### config.mk
export PLATFORM = sky130hd
export DESIGN_NAME = acs_spi_chain
export DESIGN_NICKNAME = d
export VERILOG_FILES = /design/src/verilog/acs_spi_chain.v
export VERILOG_INCLUDE_DIRS = /design/src /design/src/include
export SDC_FILE = /design/constraint.sdc
export NUM_CORES = 1
export LEC_CHECK = 0
export BUFFER_PORTS_ARGS = -buffer_cell sky130_fd_sc_hd__buf_2
export CELL_PAD_IN_SITES_DETAIL_PLACEMENT = 0
export CELL_PAD_IN_SITES_GLOBAL_PLACEMENT = 1
export CORE_UTILIZATION = 40
export CTS_CLUSTER_DIAMETER = 30
export DETAILED_ROUTE_END_ITERATION = 7
export GPL_ROUTABILITY_DRIVEN = 0
export PLACE_DENSITY_LB_ADDON = 0.1
export SKIP_LAST_GASP = 1
export SLEW_MARGIN = 40
export SYNTH_ARGS = -nofsm -noshare
export SYNTH_HDL_FRONTEND = slang
export SYNTH_SLANG_ARGS = --single-unit
### constraint.sdc
create_clock -name sys_clk_i -period 4 [get_ports sys_clk_i]
set_clock_uncertainty 0.2 [all_clocks]
set_input_delay 0.6 -clock sys_clk_i [delete_from_list [all_inputs] [get_ports sys_clk_i]]
set_output_delay 0.6 -clock sys_clk_i [all_outputs]
set_load 0.005 [all_outputs]
### src/include/acs_map.vh
`ifndef ACS_MAP_VH
`define ACS_MAP_VH

// Frame and register geometry.
`define ACS_WORD_W 22
`define ACS_CNT_W 5
`define ACS_WORD_BITS 5'h16

// Register offsets.
`define ACS_OFS_PWR 8'h04
`define ACS_OFS_WPROT 8'h08
`define ACS_OFS_RPROT 8'h0c
`define ACS_OFS_OWORD 8'h10
`define ACS_OFS_PAT_LO 8'h14
`define ACS_OFS_PAT_MID 8'h15
`define ACS_OFS_PAT_HI 8'h16
`define ACS_OFS_OFSCAL 8'h20
`define ACS_OFS_REFMRG 8'h30

// Writable bit masks; masked bits read as zero.
`define ACS_MSK_PWR 8'h06
`define ACS_MSK_WPROT 8'h03
`define ACS_MSK_RPROT 8'hdf
`define ACS_MSK_OWORD 8'h0f
`define ACS_MSK_PAT_HI 8'h0f
`define ACS_MSK_FULL 8'hff

// Field positions.
`define ACS_BIT_REFBUF_OFF 2
`define ACS_BIT_CORE_OFF 1
`define ACS_BIT_CPOL 1
`define ACS_BIT_CPHA 0

// Reset values.
`define ACS_RST_REG 8'h00
`define ACS_RST_WORD 22'h000000

// Legacy read protocol values.
`define ACS_RPROT_LEGACY0 8'h00
`define ACS_RPROT_LEGACY1 8'h01

// Command word layout: opcode, address, data.
`define ACS_CMD_OP_HI 21
`define ACS_CMD_OP_LO 18
`define ACS_CMD_ADDR_HI 15
`define ACS_CMD_ADDR_LO 8
`define ACS_OP_WRITE 4'h1
`define ACS_OP_READ 4'h2

`endif

### src/verilog/acs_spi_chain.v
`timescale 1ns/1ps
`include "acs_map.vh"

module acs_spi_chain (
    input wire sys_clk_i,                          // System clock, 40 MHz.
    input wire rst_n_i,                            // Asynchronous reset, active low.
    input wire conv_start_i,                       // Conversion start pin.
    input wire cs_n_i,                             // Chip select pin, active low.
    input wire sclk_i,                             // Serial clock pin.
    input wire sdi_i,                              // Serial data in pin.
    input wire conv_done_i,                        // Core result valid pulse.
    input wire [`ACS_WORD_W-1:0] conv_data_i,      // Core conversion result.
    output reg sdo_o,                              // Serial data out, line 0.
    output reg sdo_oe_o,                           // High while the device drives the data line.
    output reg sample_o,                           // One-cycle pulse: analog input sampled.
    output reg core_off_o,                         // Converter core powered down.
    output reg ref_buf_off_o,                      // Reference buffer powered down.
    output reg unified_o,                          // Unified shift register in use.
    output reg [19:0] test_pattern_o               // Assembled output test pattern.
);

    // Pin synchronisers and edge history.
    reg conv_s1_r;
    reg conv_s2_r;
    reg conv_s3_r;
    reg cs_s1_r;
    reg cs_s2_r;
    reg cs_s3_r;
    reg sclk_s1_r;
    reg sclk_s2_r;
    reg sclk_s3_r;
    reg sdi_s1_r;
    reg sdi_s2_r;

    // Configuration registers.
    reg [7:0] power_down_control_r;
    reg [7:0] write_protocol_select_r;
    reg [7:0] read_protocol_select_r;
    reg [7:0] output_word_config_r;
    reg [7:0] test_pattern_low_r;
    reg [7:0] test_pattern_mid_r;
    reg [7:0] test_pattern_high_r;
    reg [7:0] offset_calibration_r;
    reg [7:0] reference_margin_r;

    // Shift path state.
    reg [`ACS_WORD_W-1:0] output_data_register_r;
    reg [`ACS_WORD_W-1:0] unified_shift_register_r;
    reg [`ACS_WORD_W-1:0] input_data_register_r;
    reg [`ACS_CNT_W-1:0] capture_cnt_r;
    reg [7:0] readback_r;
    reg readback_pend_r;

    // Derived strobes.
    wire cpol;
    wire cpha;
    wire frame_on;
    wire frame_start;
    wire frame_end;
    wire sclk_edge;
    wire lead_edge;
    wire capture_edge;
    wire launch_edge;
    wire conv_rise;
    wire legacy_mode;
    wire [`ACS_WORD_W-1:0] cmd_word;
    wire [3:0] cmd_op;
    wire [7:0] cmd_addr;
    wire [7:0] cmd_data;
    wire cmd_ok;
    reg [7:0] reg_rdata;

    // Two flip-flops on every pin; the third stage only feeds edge detection.
    always @(posedge sys_clk_i or negedge rst_n_i)
    begin
        if (!rst_n_i)
        begin
            conv_s1_r <= 1'b0;
            conv_s2_r <= 1'b0;
            conv_s3_r <= 1'b0;
            cs_s1_r <= 1'b1;
            cs_s2_r <= 1'b1;
            cs_s3_r <= 1'b1;
            sclk_s1_r <= 1'b0;
            sclk_s2_r <= 1'b0;
            sclk_s3_r <= 1'b0;
            sdi_s1_r <= 1'b0;
            sdi_s2_r <= 1'b0;
        end
        else
        begin
            conv_s1_r <= conv_start_i;
            conv_s2_r <= conv_s1_r;
            conv_s3_r <= conv_s2_r;
            cs_s1_r <= cs_n_i;
            cs_s2_r <= cs_s1_r;
            cs_s3_r <= cs_s2_r;
            sclk_s1_r <= sclk_i;
            sclk_s2_r <= sclk_s1_r;
            sclk_s3_r <= sclk_s2_r;
            sdi_s1_r <= sdi_i;
            sdi_s2_r <= sdi_s1_r;
        end
    end

    // Clock polarity and phase come from the write protocol field.
    assign cpol = write_protocol_select_r[`ACS_BIT_CPOL];
    assign cpha = write_protocol_select_r[`ACS_BIT_CPHA];

    // Frame boundaries follow chip select.
    assign frame_on = ~cs_s2_r & ~cs_s3_r;
    assign frame_start = ~cs_s2_r & cs_s3_r;
    assign frame_end = cs_s2_r & ~cs_s3_r;

    // A leading edge leaves the idle level; phase picks capture or launch.
    assign sclk_edge = frame_on & (sclk_s2_r ^ sclk_s3_r);
    assign lead_edge = sclk_edge & (sclk_s3_r == cpol);
    assign capture_edge = cpha ? (sclk_edge & ~lead_edge) : lead_edge;
    assign launch_edge = cpha ? lead_edge : (sclk_edge & ~lead_edge);

    assign conv_rise = conv_s2_r & ~conv_s3_r;

    // Legacy read protocols collapse both registers into one.
    assign legacy_mode = (read_protocol_select_r == `ACS_RPROT_LEGACY0) ||
                         (read_protocol_select_r == `ACS_RPROT_LEGACY1);

    // The command is whatever is left in the shifter at chip select rise.
    assign cmd_word = legacy_mode ? unified_shift_register_r : input_data_register_r;
    assign cmd_op = cmd_word[`ACS_CMD_OP_HI:`ACS_CMD_OP_LO];
    assign cmd_addr = cmd_word[`ACS_CMD_ADDR_HI:`ACS_CMD_ADDR_LO];
    assign cmd_data = cmd_word[7:0];
    assign cmd_ok = frame_end && (capture_cnt_r == `ACS_WORD_BITS);

    // Read-back mux; unmapped addresses return zero.
    always @*
    begin
        case (cmd_addr)
            `ACS_OFS_PWR: reg_rdata = power_down_control_r;
            `ACS_OFS_WPROT: reg_rdata = write_protocol_select_r;
            `ACS_OFS_RPROT: reg_rdata = read_protocol_select_r;
            `ACS_OFS_OWORD: reg_rdata = output_word_config_r;
            `ACS_OFS_PAT_LO: reg_rdata = test_pattern_low_r;
            `ACS_OFS_PAT_MID: reg_rdata = test_pattern_mid_r;
            `ACS_OFS_PAT_HI: reg_rdata = test_pattern_high_r;
            `ACS_OFS_OFSCAL: reg_rdata = offset_calibration_r;
            `ACS_OFS_REFMRG: reg_rdata = reference_margin_r;
            default: reg_rdata = 8'h00;
        endcase
    end

    // Register writes land only when a full word ends the frame.
    always @(posedge sys_clk_i or negedge rst_n_i)
    begin
        if (!rst_n_i)
        begin
            power_down_control_r <= `ACS_RST_REG;
            write_protocol_select_r <= `ACS_RST_REG;
            read_protocol_select_r <= `ACS_RST_REG;
            output_word_config_r <= `ACS_RST_REG;
            test_pattern_low_r <= `ACS_RST_REG;
            test_pattern_mid_r <= `ACS_RST_REG;
            test_pattern_high_r <= `ACS_RST_REG;
            offset_calibration_r <= `ACS_RST_REG;
            reference_margin_r <= `ACS_RST_REG;
        end
        else if (cmd_ok && (cmd_op == `ACS_OP_WRITE))
        begin
            case (cmd_addr)
                `ACS_OFS_PWR: power_down_control_r <= cmd_data & `ACS_MSK_PWR;
                `ACS_OFS_WPROT: write_protocol_select_r <= cmd_data & `ACS_MSK_WPROT;
                `ACS_OFS_RPROT: read_protocol_select_r <= cmd_data & `ACS_MSK_RPROT;
                `ACS_OFS_OWORD: output_word_config_r <= cmd_data & `ACS_MSK_OWORD;
                `ACS_OFS_PAT_LO: test_pattern_low_r <= cmd_data & `ACS_MSK_FULL;
                `ACS_OFS_PAT_MID: test_pattern_mid_r <= cmd_data & `ACS_MSK_FULL;
                `ACS_OFS_PAT_HI: test_pattern_high_r <= cmd_data & `ACS_MSK_PAT_HI;
                `ACS_OFS_OFSCAL: offset_calibration_r <= cmd_data;
                `ACS_OFS_REFMRG: reference_margin_r <= cmd_data;
                default: power_down_control_r <= power_down_control_r;
            endcase
        end
    end

    // A read command arms the next frame to return the addressed register.
    always @(posedge sys_clk_i or negedge rst_n_i)
    begin
        if (!rst_n_i)
        begin
            readback_r <= 8'h00;
            readback_pend_r <= 1'b0;
        end
        else if (cmd_ok)
        begin
            readback_pend_r <= (cmd_op == `ACS_OP_READ);
            readback_r <= reg_rdata;
        end
        else if (frame_start)
        begin
            readback_pend_r <= 1'b0;
        end
    end

    // Conversion results wait in the output data register.
    always @(posedge sys_clk_i or negedge rst_n_i)
    begin
        if (!rst_n_i)
        begin
            output_data_register_r <= `ACS_RST_WORD;
        end
        else if (conv_done_i)
        begin
            output_data_register_r <= conv_data_i;
        end
    end

    // Capture counter saturates at all ones (31), past a full word.
    always @(posedge sys_clk_i or negedge rst_n_i)
    begin
        if (!rst_n_i)
        begin
            capture_cnt_r <= {`ACS_CNT_W{1'b0}};
        end
        else if (frame_start)
        begin
            capture_cnt_r <= {`ACS_CNT_W{1'b0}};
        end
        else if (capture_edge && (capture_cnt_r != {`ACS_CNT_W{1'b1}}))
        begin
            capture_cnt_r <= capture_cnt_r + 1'b1;
        end
    end

    // Output shifter; in legacy mode it also takes the input bits.
    always @(posedge sys_clk_i or negedge rst_n_i)
    begin
        if (!rst_n_i)
        begin
            unified_shift_register_r <= `ACS_RST_WORD;
        end
        else if (frame_start)
        begin
            if (readback_pend_r)
            begin
                unified_shift_register_r <= {14'h0000, readback_r};
            end
            else
            begin
                unified_shift_register_r <= output_data_register_r;
            end
        end
        else if (capture_edge)
        begin
            unified_shift_register_r <= {unified_shift_register_r[`ACS_WORD_W-2:0],
                                         legacy_mode & sdi_s2_r};
        end
    end

    // Separate input register used outside the legacy protocols.
    always @(posedge sys_clk_i or negedge rst_n_i)
    begin
        if (!rst_n_i)
        begin
            input_data_register_r <= `ACS_RST_WORD;
        end
        else if (frame_start)
        begin
            input_data_register_r <= `ACS_RST_WORD;
        end
        else if (capture_edge)
        begin
            input_data_register_r <= {input_data_register_r[`ACS_WORD_W-2:0], sdi_s2_r};
        end
    end

    // Data line: MSB is placed at frame start and on every launch edge.
    always @(posedge sys_clk_i or negedge rst_n_i)
    begin
        if (!rst_n_i)
        begin
            sdo_o <= 1'b0;
            sdo_oe_o <= 1'b0;
        end
        else
        begin
            sdo_oe_o <= ~cs_s2_r;
            if (frame_start)
            begin
                sdo_o <= readback_pend_r ? 1'b0 : output_data_register_r[`ACS_WORD_W-1];
            end
            else if (launch_edge)
            begin
                sdo_o <= unified_shift_register_r[`ACS_WORD_W-1];
            end
        end
    end

    // Sample strobe and status outputs.
    always @(posedge sys_clk_i or negedge rst_n_i)
    begin
        if (!rst_n_i)
        begin
            sample_o <= 1'b0;
            unified_o <= 1'b1;
            test_pattern_o <= 20'h00000;
        end
        else
        begin
            sample_o <= conv_rise;
            unified_o <= legacy_mode;
            test_pattern_o <= {test_pattern_high_r[3:0], test_pattern_mid_r, test_pattern_low_r};
        end
    end

    // Power controls change only as chip select rises after the write.
    always @(posedge sys_clk_i or negedge rst_n_i)
    begin
        if (!rst_n_i)
        begin
            core_off_o <= 1'b0;
            ref_buf_off_o <= 1'b0;
        end
        else if (cmd_ok && (cmd_op == `ACS_OP_WRITE) && (cmd_addr == `ACS_OFS_PWR))
        begin
            core_off_o <= cmd_data[`ACS_BIT_CORE_OFF];
            ref_buf_off_o <= cmd_data[`ACS_BIT_REFBUF_OFF];
        end
    end

endmodule // acs_spi_chain

# ---- Word level (Yosys, flattened, before mapping)
# Cells that the tools add are included.
dict set report word_totals {
  regBits 168
  in_bits 29
  out_inout_bits 26
  word_cells 97
}
dict set report op_classes {
  addsub 1
  n_eq_ne 15
  n_mux 16
  n_bitwise 13
  reduce_logical 19
}
# operator n
set ops {}
lappend ops {{two-way mux 22 bit} 6}
lappend ops {{case mux 8 bit (9 select lines)} 1}
lappend ops {{== test 8 x 5 -> 1 bit, second input constant} 4}
lappend ops {{AND reduction 2 bit} 9}
lappend ops {{== test 8 x 4 -> 1 bit, second input constant} 2}
lappend ops {{== test 8 x 6 -> 1 bit, second input constant} 2}
lappend ops {{two-way mux 5 bit} 2}
lappend ops {{AND 1 bit} 8}
lappend ops {{== test 8 x 3 -> 1 bit, second input constant} 1}
lappend ops {{logical NOT 8 bit} 1}
lappend ops {{nonzero test 2 bit} 4}
lappend ops {{== test 7 x 1 -> 1 bit, second input constant} 1}
lappend ops {{two-way mux 1 bit} 7}
lappend ops {{adder 5 x 1 -> 5 bit, second input constant} 1}
lappend ops {{== test 5 bit, second input constant} 1}
lappend ops {{inequality test 5 bit, second input constant} 1}
lappend ops {{== test 4 x 1 -> 1 bit, second input constant} 1}
lappend ops {{== test 4 x 2 -> 1 bit, second input constant} 1}
lappend ops {{logical AND 1 bit} 4}
lappend ops {{NOT 1 bit} 4}
lappend ops {{== test 1 bit} 1}
lappend ops {{logical OR 1 bit} 1}
lappend ops {{bitwise XOR 1 bit} 1}

# ---- Logic depth before layout (Yosys ltp)
dict set report logic_depth {
  ltp_word 10
  mapped_depth 8
  ltp_nobuf 7
}

# ---- Worst setup path after synthesis
# Ideal clock, no wire load.
dict set report synth_timing {
  path_kind {reg-to-reg}
  from {register read_protocol_select_r[1]}
  to {register reference_margin_r[0]}
  setup_time_ps 125
  t_arrival_ps 2199
  t_required_ps 3675
  setup_slack_ps 1476
  path_stages_with_launch 9
  period_less_slack_ps 2524
  cell_sequence {dfrtp_1 nor4_4 nand2_4 clkinv_2 nand4b_4 a21oi_4 or3b_1 buf_4 mux2_4}
}
dict set report synth_between {
  elab_chain_cells 6
  word_cells_on_any_way 8
  classes_between {eq/ne (3); mux (1); reduce/logical (4)}
}
# element line
set synth_rtl {}
lappend synth_rtl {{start, declared} acs_spi_chain.v:38} ;# reg [7:0] read_protocol_select_r;
lappend synth_rtl {{start signal, assigned} acs_spi_chain.v:158} ;# read_protocol_select_r <= `ACS_RST_REG;
lappend synth_rtl {{start signal, assigned} acs_spi_chain.v:171} ;# `ACS_OFS_RPROT: read_protocol_select_r <= cmd_data & `ACS_MSK_RPROT;
lappend synth_rtl {{== test 7 x 1 -> 1 bit (no source line) or logical NOT 8 bit (tied branches)} -}
lappend synth_rtl {{logical OR 1 bit (*)} acs_spi_chain.v:124} ;# assign legacy_mode = (read_protocol_select_r == `ACS_RPROT_LEGACY0) ||
lappend synth_rtl {{two-way mux 22 bit (*)} acs_spi_chain.v:128} ;# assign cmd_word = legacy_mode ? unified_shift_register_r : input_data_register_r;
lappend synth_rtl {{== test 4 x 1 -> 1 bit (no source line)} -}
lappend synth_rtl {{logical AND 1 bit} acs_spi_chain.v:166} ;# else if (cmd_ok && (cmd_op == `ACS_OP_WRITE))
lappend synth_rtl {{AND reduction 2 bit (no source line)} -}
lappend synth_rtl {{end signal, assigned} acs_spi_chain.v:164} ;# reference_margin_r <= `ACS_RST_REG;
lappend synth_rtl {{end signal, assigned} acs_spi_chain.v:177} ;# `ACS_OFS_REFMRG: reference_margin_r <= cmd_data;
lappend synth_rtl {{end, declared} acs_spi_chain.v:44} ;# reg [7:0] reference_margin_r;
# Every way passes the cells marked *; elsewhere a longest branch is shown, timed or not.
# A chain may end at the register's enable or synchronous reset.

# ---- Worst setup path in the final report
dict set report layout_timing {
  from {register read_protocol_select_r[1]}
  to {register read_protocol_select_r[3]}
}
dict set report layout_between {
  elab_chain_cells 6
  word_cells_on_any_way 8
  classes_between {eq/ne (3); mux (1); reduce/logical (4)}
}
# element line
set layout_rtl {}
lappend layout_rtl {{== test 7 x 1 -> 1 bit (no source line) or logical NOT 8 bit (tied branches)} -}
lappend layout_rtl {{logical OR 1 bit (*)} acs_spi_chain.v:124}
lappend layout_rtl {{two-way mux 22 bit (*)} acs_spi_chain.v:128}
lappend layout_rtl {{== test 4 x 1 -> 1 bit (no source line)} -}
lappend layout_rtl {{logical AND 1 bit} acs_spi_chain.v:166}
lappend layout_rtl {{AND reduction 2 bit (no source line)} -}
# Marks and branches as above.

==> impl_metrics.yaml <==
hold_path:
  hold_end: "cs_s1_r"
  hold_class: "primary input to register"
  holdCritStartpoint: "cs_n_i"
  whs_path_depth: 1
synth:
  synthFlopType: "dfrtp_1"
  ys_seq_area_frac: 0.577
  syn-num-nets: 657
  syn_area_um2: 7210
  yosysMostFrequentCell: "dfrtp_1"
  syn_inst: 625
  synth.largest_area_cell: "dfrtp_1"
  synth_cell_types: 58
  synth_edf_count: 0
  synth.area.top_cells: "dfrtp_1 56%, mux2_2 10%, nand2_1 6.3%"
  ys_warn_count: 0
  syn_avg_cell_area_um2: 11.5
  synth_common_cells: "162 x dfrtp_1, 121 x nand2_1, 64 x mux2_2"
  synth_seq_cells: 166
  async_reset_ff_frac: 1.00
  synth.top_cell.area_share: 0.562
final_layout:
  area_growth_pct: 16.1
  nFillCells: 1584
  postLayoutCellArea_um2: 8370
  layout.nets: 707
  layout-drive-gt1-share: 0.269
  final_core_util: 0.479
  n_antenna_cell: 0
timing:
  hold_viol_final: 0
  slew_headroom: 0.449
  post-route-min-period_ns: 3.20
  rsz0062_at_grt: "no"
  finalSetupTns_ns: 0
  max_freq_ghz: 0.313
  period_share: 0.800
  setup_viol: 0
  drv_slew: 0
  worst_pin_slew_ns: 0.819
critical_path:
  end_kind: "register"
  crit_buf_inv: 1
  cp.required_ns: 4.12
  r2r_end: "read_protocol_select_r[3]"
  crit_arrival_ns: 3.32
  ff2ff_path_depth: 6
  cp_max_fo: 23
  critPathSlowestCell: "mux2i_1"
  critPathLaunchType: "register"
  critical_path_class: "register to register"
  critical_path.cell_chain: "nor4_4, nand2_4, clkinv_2, mux2i_1, and2_1, mux2_2"
  r2r_slack_ns: 0.80
  critPathTopFamily: "simple AND/OR/NAND/NOR gates"
  max_stage_delay_ns: 0.64
  r2r_start: "read_protocol_select_r[1]"
cts:
  cts.path.max_buffers: 2
  clk_pin_slew_ns: 0.07
  cts_setup_buffers: 0
  numCtsBuffers: 17
  cts_tree: "done"
  htree_levels: 4
  clock_latency_ns: 0.43
  cts_root_buffer: "clkbuf_16"
  clock_sinks: 166
power:
  pwr_density_cell_nw_per_um2: 460
  vdd_drop_max_mv: 0.302
  p_total_mw: 3.85
  p_leak_nw: 3.92
floorplanning:
  io_pins: 55
  die_h_um: 136
  rows: 48
  die-area_um2: 18600
  initial_utilization: 0.413
  core-area_um2: 17500
  die_x_um: 136
route:
  viasPerCell: 5.45
  drt-pass1-iter-count: 4
  ant_nets: 0
  routed_wl_um: 17100
  drt_iter0_drc: 416
  wl_per_cell_um: 18.8
  vias: 4975
  drcViolationCount: 0
place:
  io_buffers: 54
  dp_hpwl_um: 11900
  placed_cell_area_um2: 7730
grt:
  grt_antenna_before_repair: 0
  grt_pass1_wl_um: 28100
  grt_max_degree: 65
  grt_pass1_vias: 4899
  grt_overflow: 0
  gr-usage-all-layers: 0.205
flow_run:
  cap_viol_max_count: 0
outcome:
  status: "finished, final reports clean"
[flip-flops by register name (all words and copies together), names as in the netlist, 2 cells and up]
| register | cells |
|---|---|
| test_pattern_high_r | 4 |
| offset_calibration_r | 8 |
| test_pattern_mid_r | 8 |
| write_protocol_select_r | 2 |
| test_pattern_low_r | 8 |
| test_pattern_o | 20 |
| read_protocol_select_r | 7 |
| capture_cnt_r | 5 |
| input_data_register_r | 22 |
| output_data_register_r | 22 |
| reference_margin_r | 8 |
| output_word_config_r | 4 |
| unified_shift_register_r | 22 |
| readback_r | 8 |
[layout by cell type, fill, tap and decap left out, drive strengths merged, types with 4 or more instances in the layout]
cell type and n:
a211oi 9, a21oi 37, a222oi 4, a22o 5
a22oi 6, a31oi 21, and2 7, buf 66
bufinv 4, clkbuf 20, dfrtp 162, dfstp 4
inv 10, mux2 73, mux2i 14, nand2 123
nand3 8, nand3b 4, nand4 8, nand4b 9
nor2 18, nor2b 11, nor3 6, o21ai 12
xnor2 4
[power breakdown]
| part | total (mW) | internal [mW] | switching (mW) | leakage, nW |
|---|---|---|---|---|
| clock network | 1.76 | 1.06 | 0.702 | 0.303 |
| registers | 1.83 | 1.75 | 0.0769 | 2.17 |
| logic | 0.264 | 0.104 | 0.161 | 1.44 |
[metal layers]
layer,global-route usage,routed length [µm],part of all wire
met2,0.303,7860,0.46
met3,0.0391,659,0.038
met4,0.0864,365,0.021
met5,0,0,0
met1,0.293,8240,0.48
[worst max path at each step]
stage                           endpoint  cells past startpoint                 startpoint  slack (ns)
6_report       read_protocol_select_r[3]                      6  read_protocol_select_r[1]        0.80
2_1_floorplan      reference_margin_r[0]                      8  read_protocol_select_r[1]        1.48
5_1_grt        read_protocol_select_r[1]                      6  read_protocol_select_r[1]        0.58
4_1_cts        read_protocol_select_r[3]                      6  read_protocol_select_r[1]        0.80
3_5_place_dp   read_protocol_select_r[3]                      6  read_protocol_select_r[1]        0.82
3_3_place_gp   read_protocol_select_r[1]                      6  read_protocol_select_r[1]        0.92
[cells by family (layout without fill, tap and decap cells)]
group / after synthesis / after routing / share of synthesized area
simple gates: 210 / 210 / 0.144
compound gates: 113 / 113 / 0.108
mux: 87 / 87 / 0.138
fa+ha+maj: 3 / 3 / 0.00521
xor+xnor: 4 / 4 / 0.00486
flops: 166 / 166 / 0.577
buf+inv: 42 / 105 / 0.0231
[final cells by class]
class | count | area, µm² | share of cell area
Clock buffer | 20 | 437 | 0.0522
Inverter | 6 | 23.8 | 0.00284
Tap cell | 225 | 282 | 0.0336
Timing Repair Buffer | 67 | 377 | 0.0450
Sequential cell | 166 | 4160 | 0.497
Multi-Input combinational cell | 417 | 2900 | 0.347
Clock inverter | 12 | 190 | 0.0227
[stage by stage]
step	worst slack [ns]	hold WS (ns)	cells
2_1_floorplan	1.48	0.104	625
3_3_place_gp	0.920	0.135	880
3_5_place_dp	0.824	0.135	880
4_1_cts	0.798	0.0439	913
5_1_grt	0.578	0.0429	913
6_report	0.801	0.0577	913
[repair_timing]
action	in CTS	in global routing
hold endpoints to repair	57	0
hold buffers	1	0
gates resized for setup	0	0
endpoints found under the setup margin	0	0
Note: power is estimated with default switching activity, not from simulation.
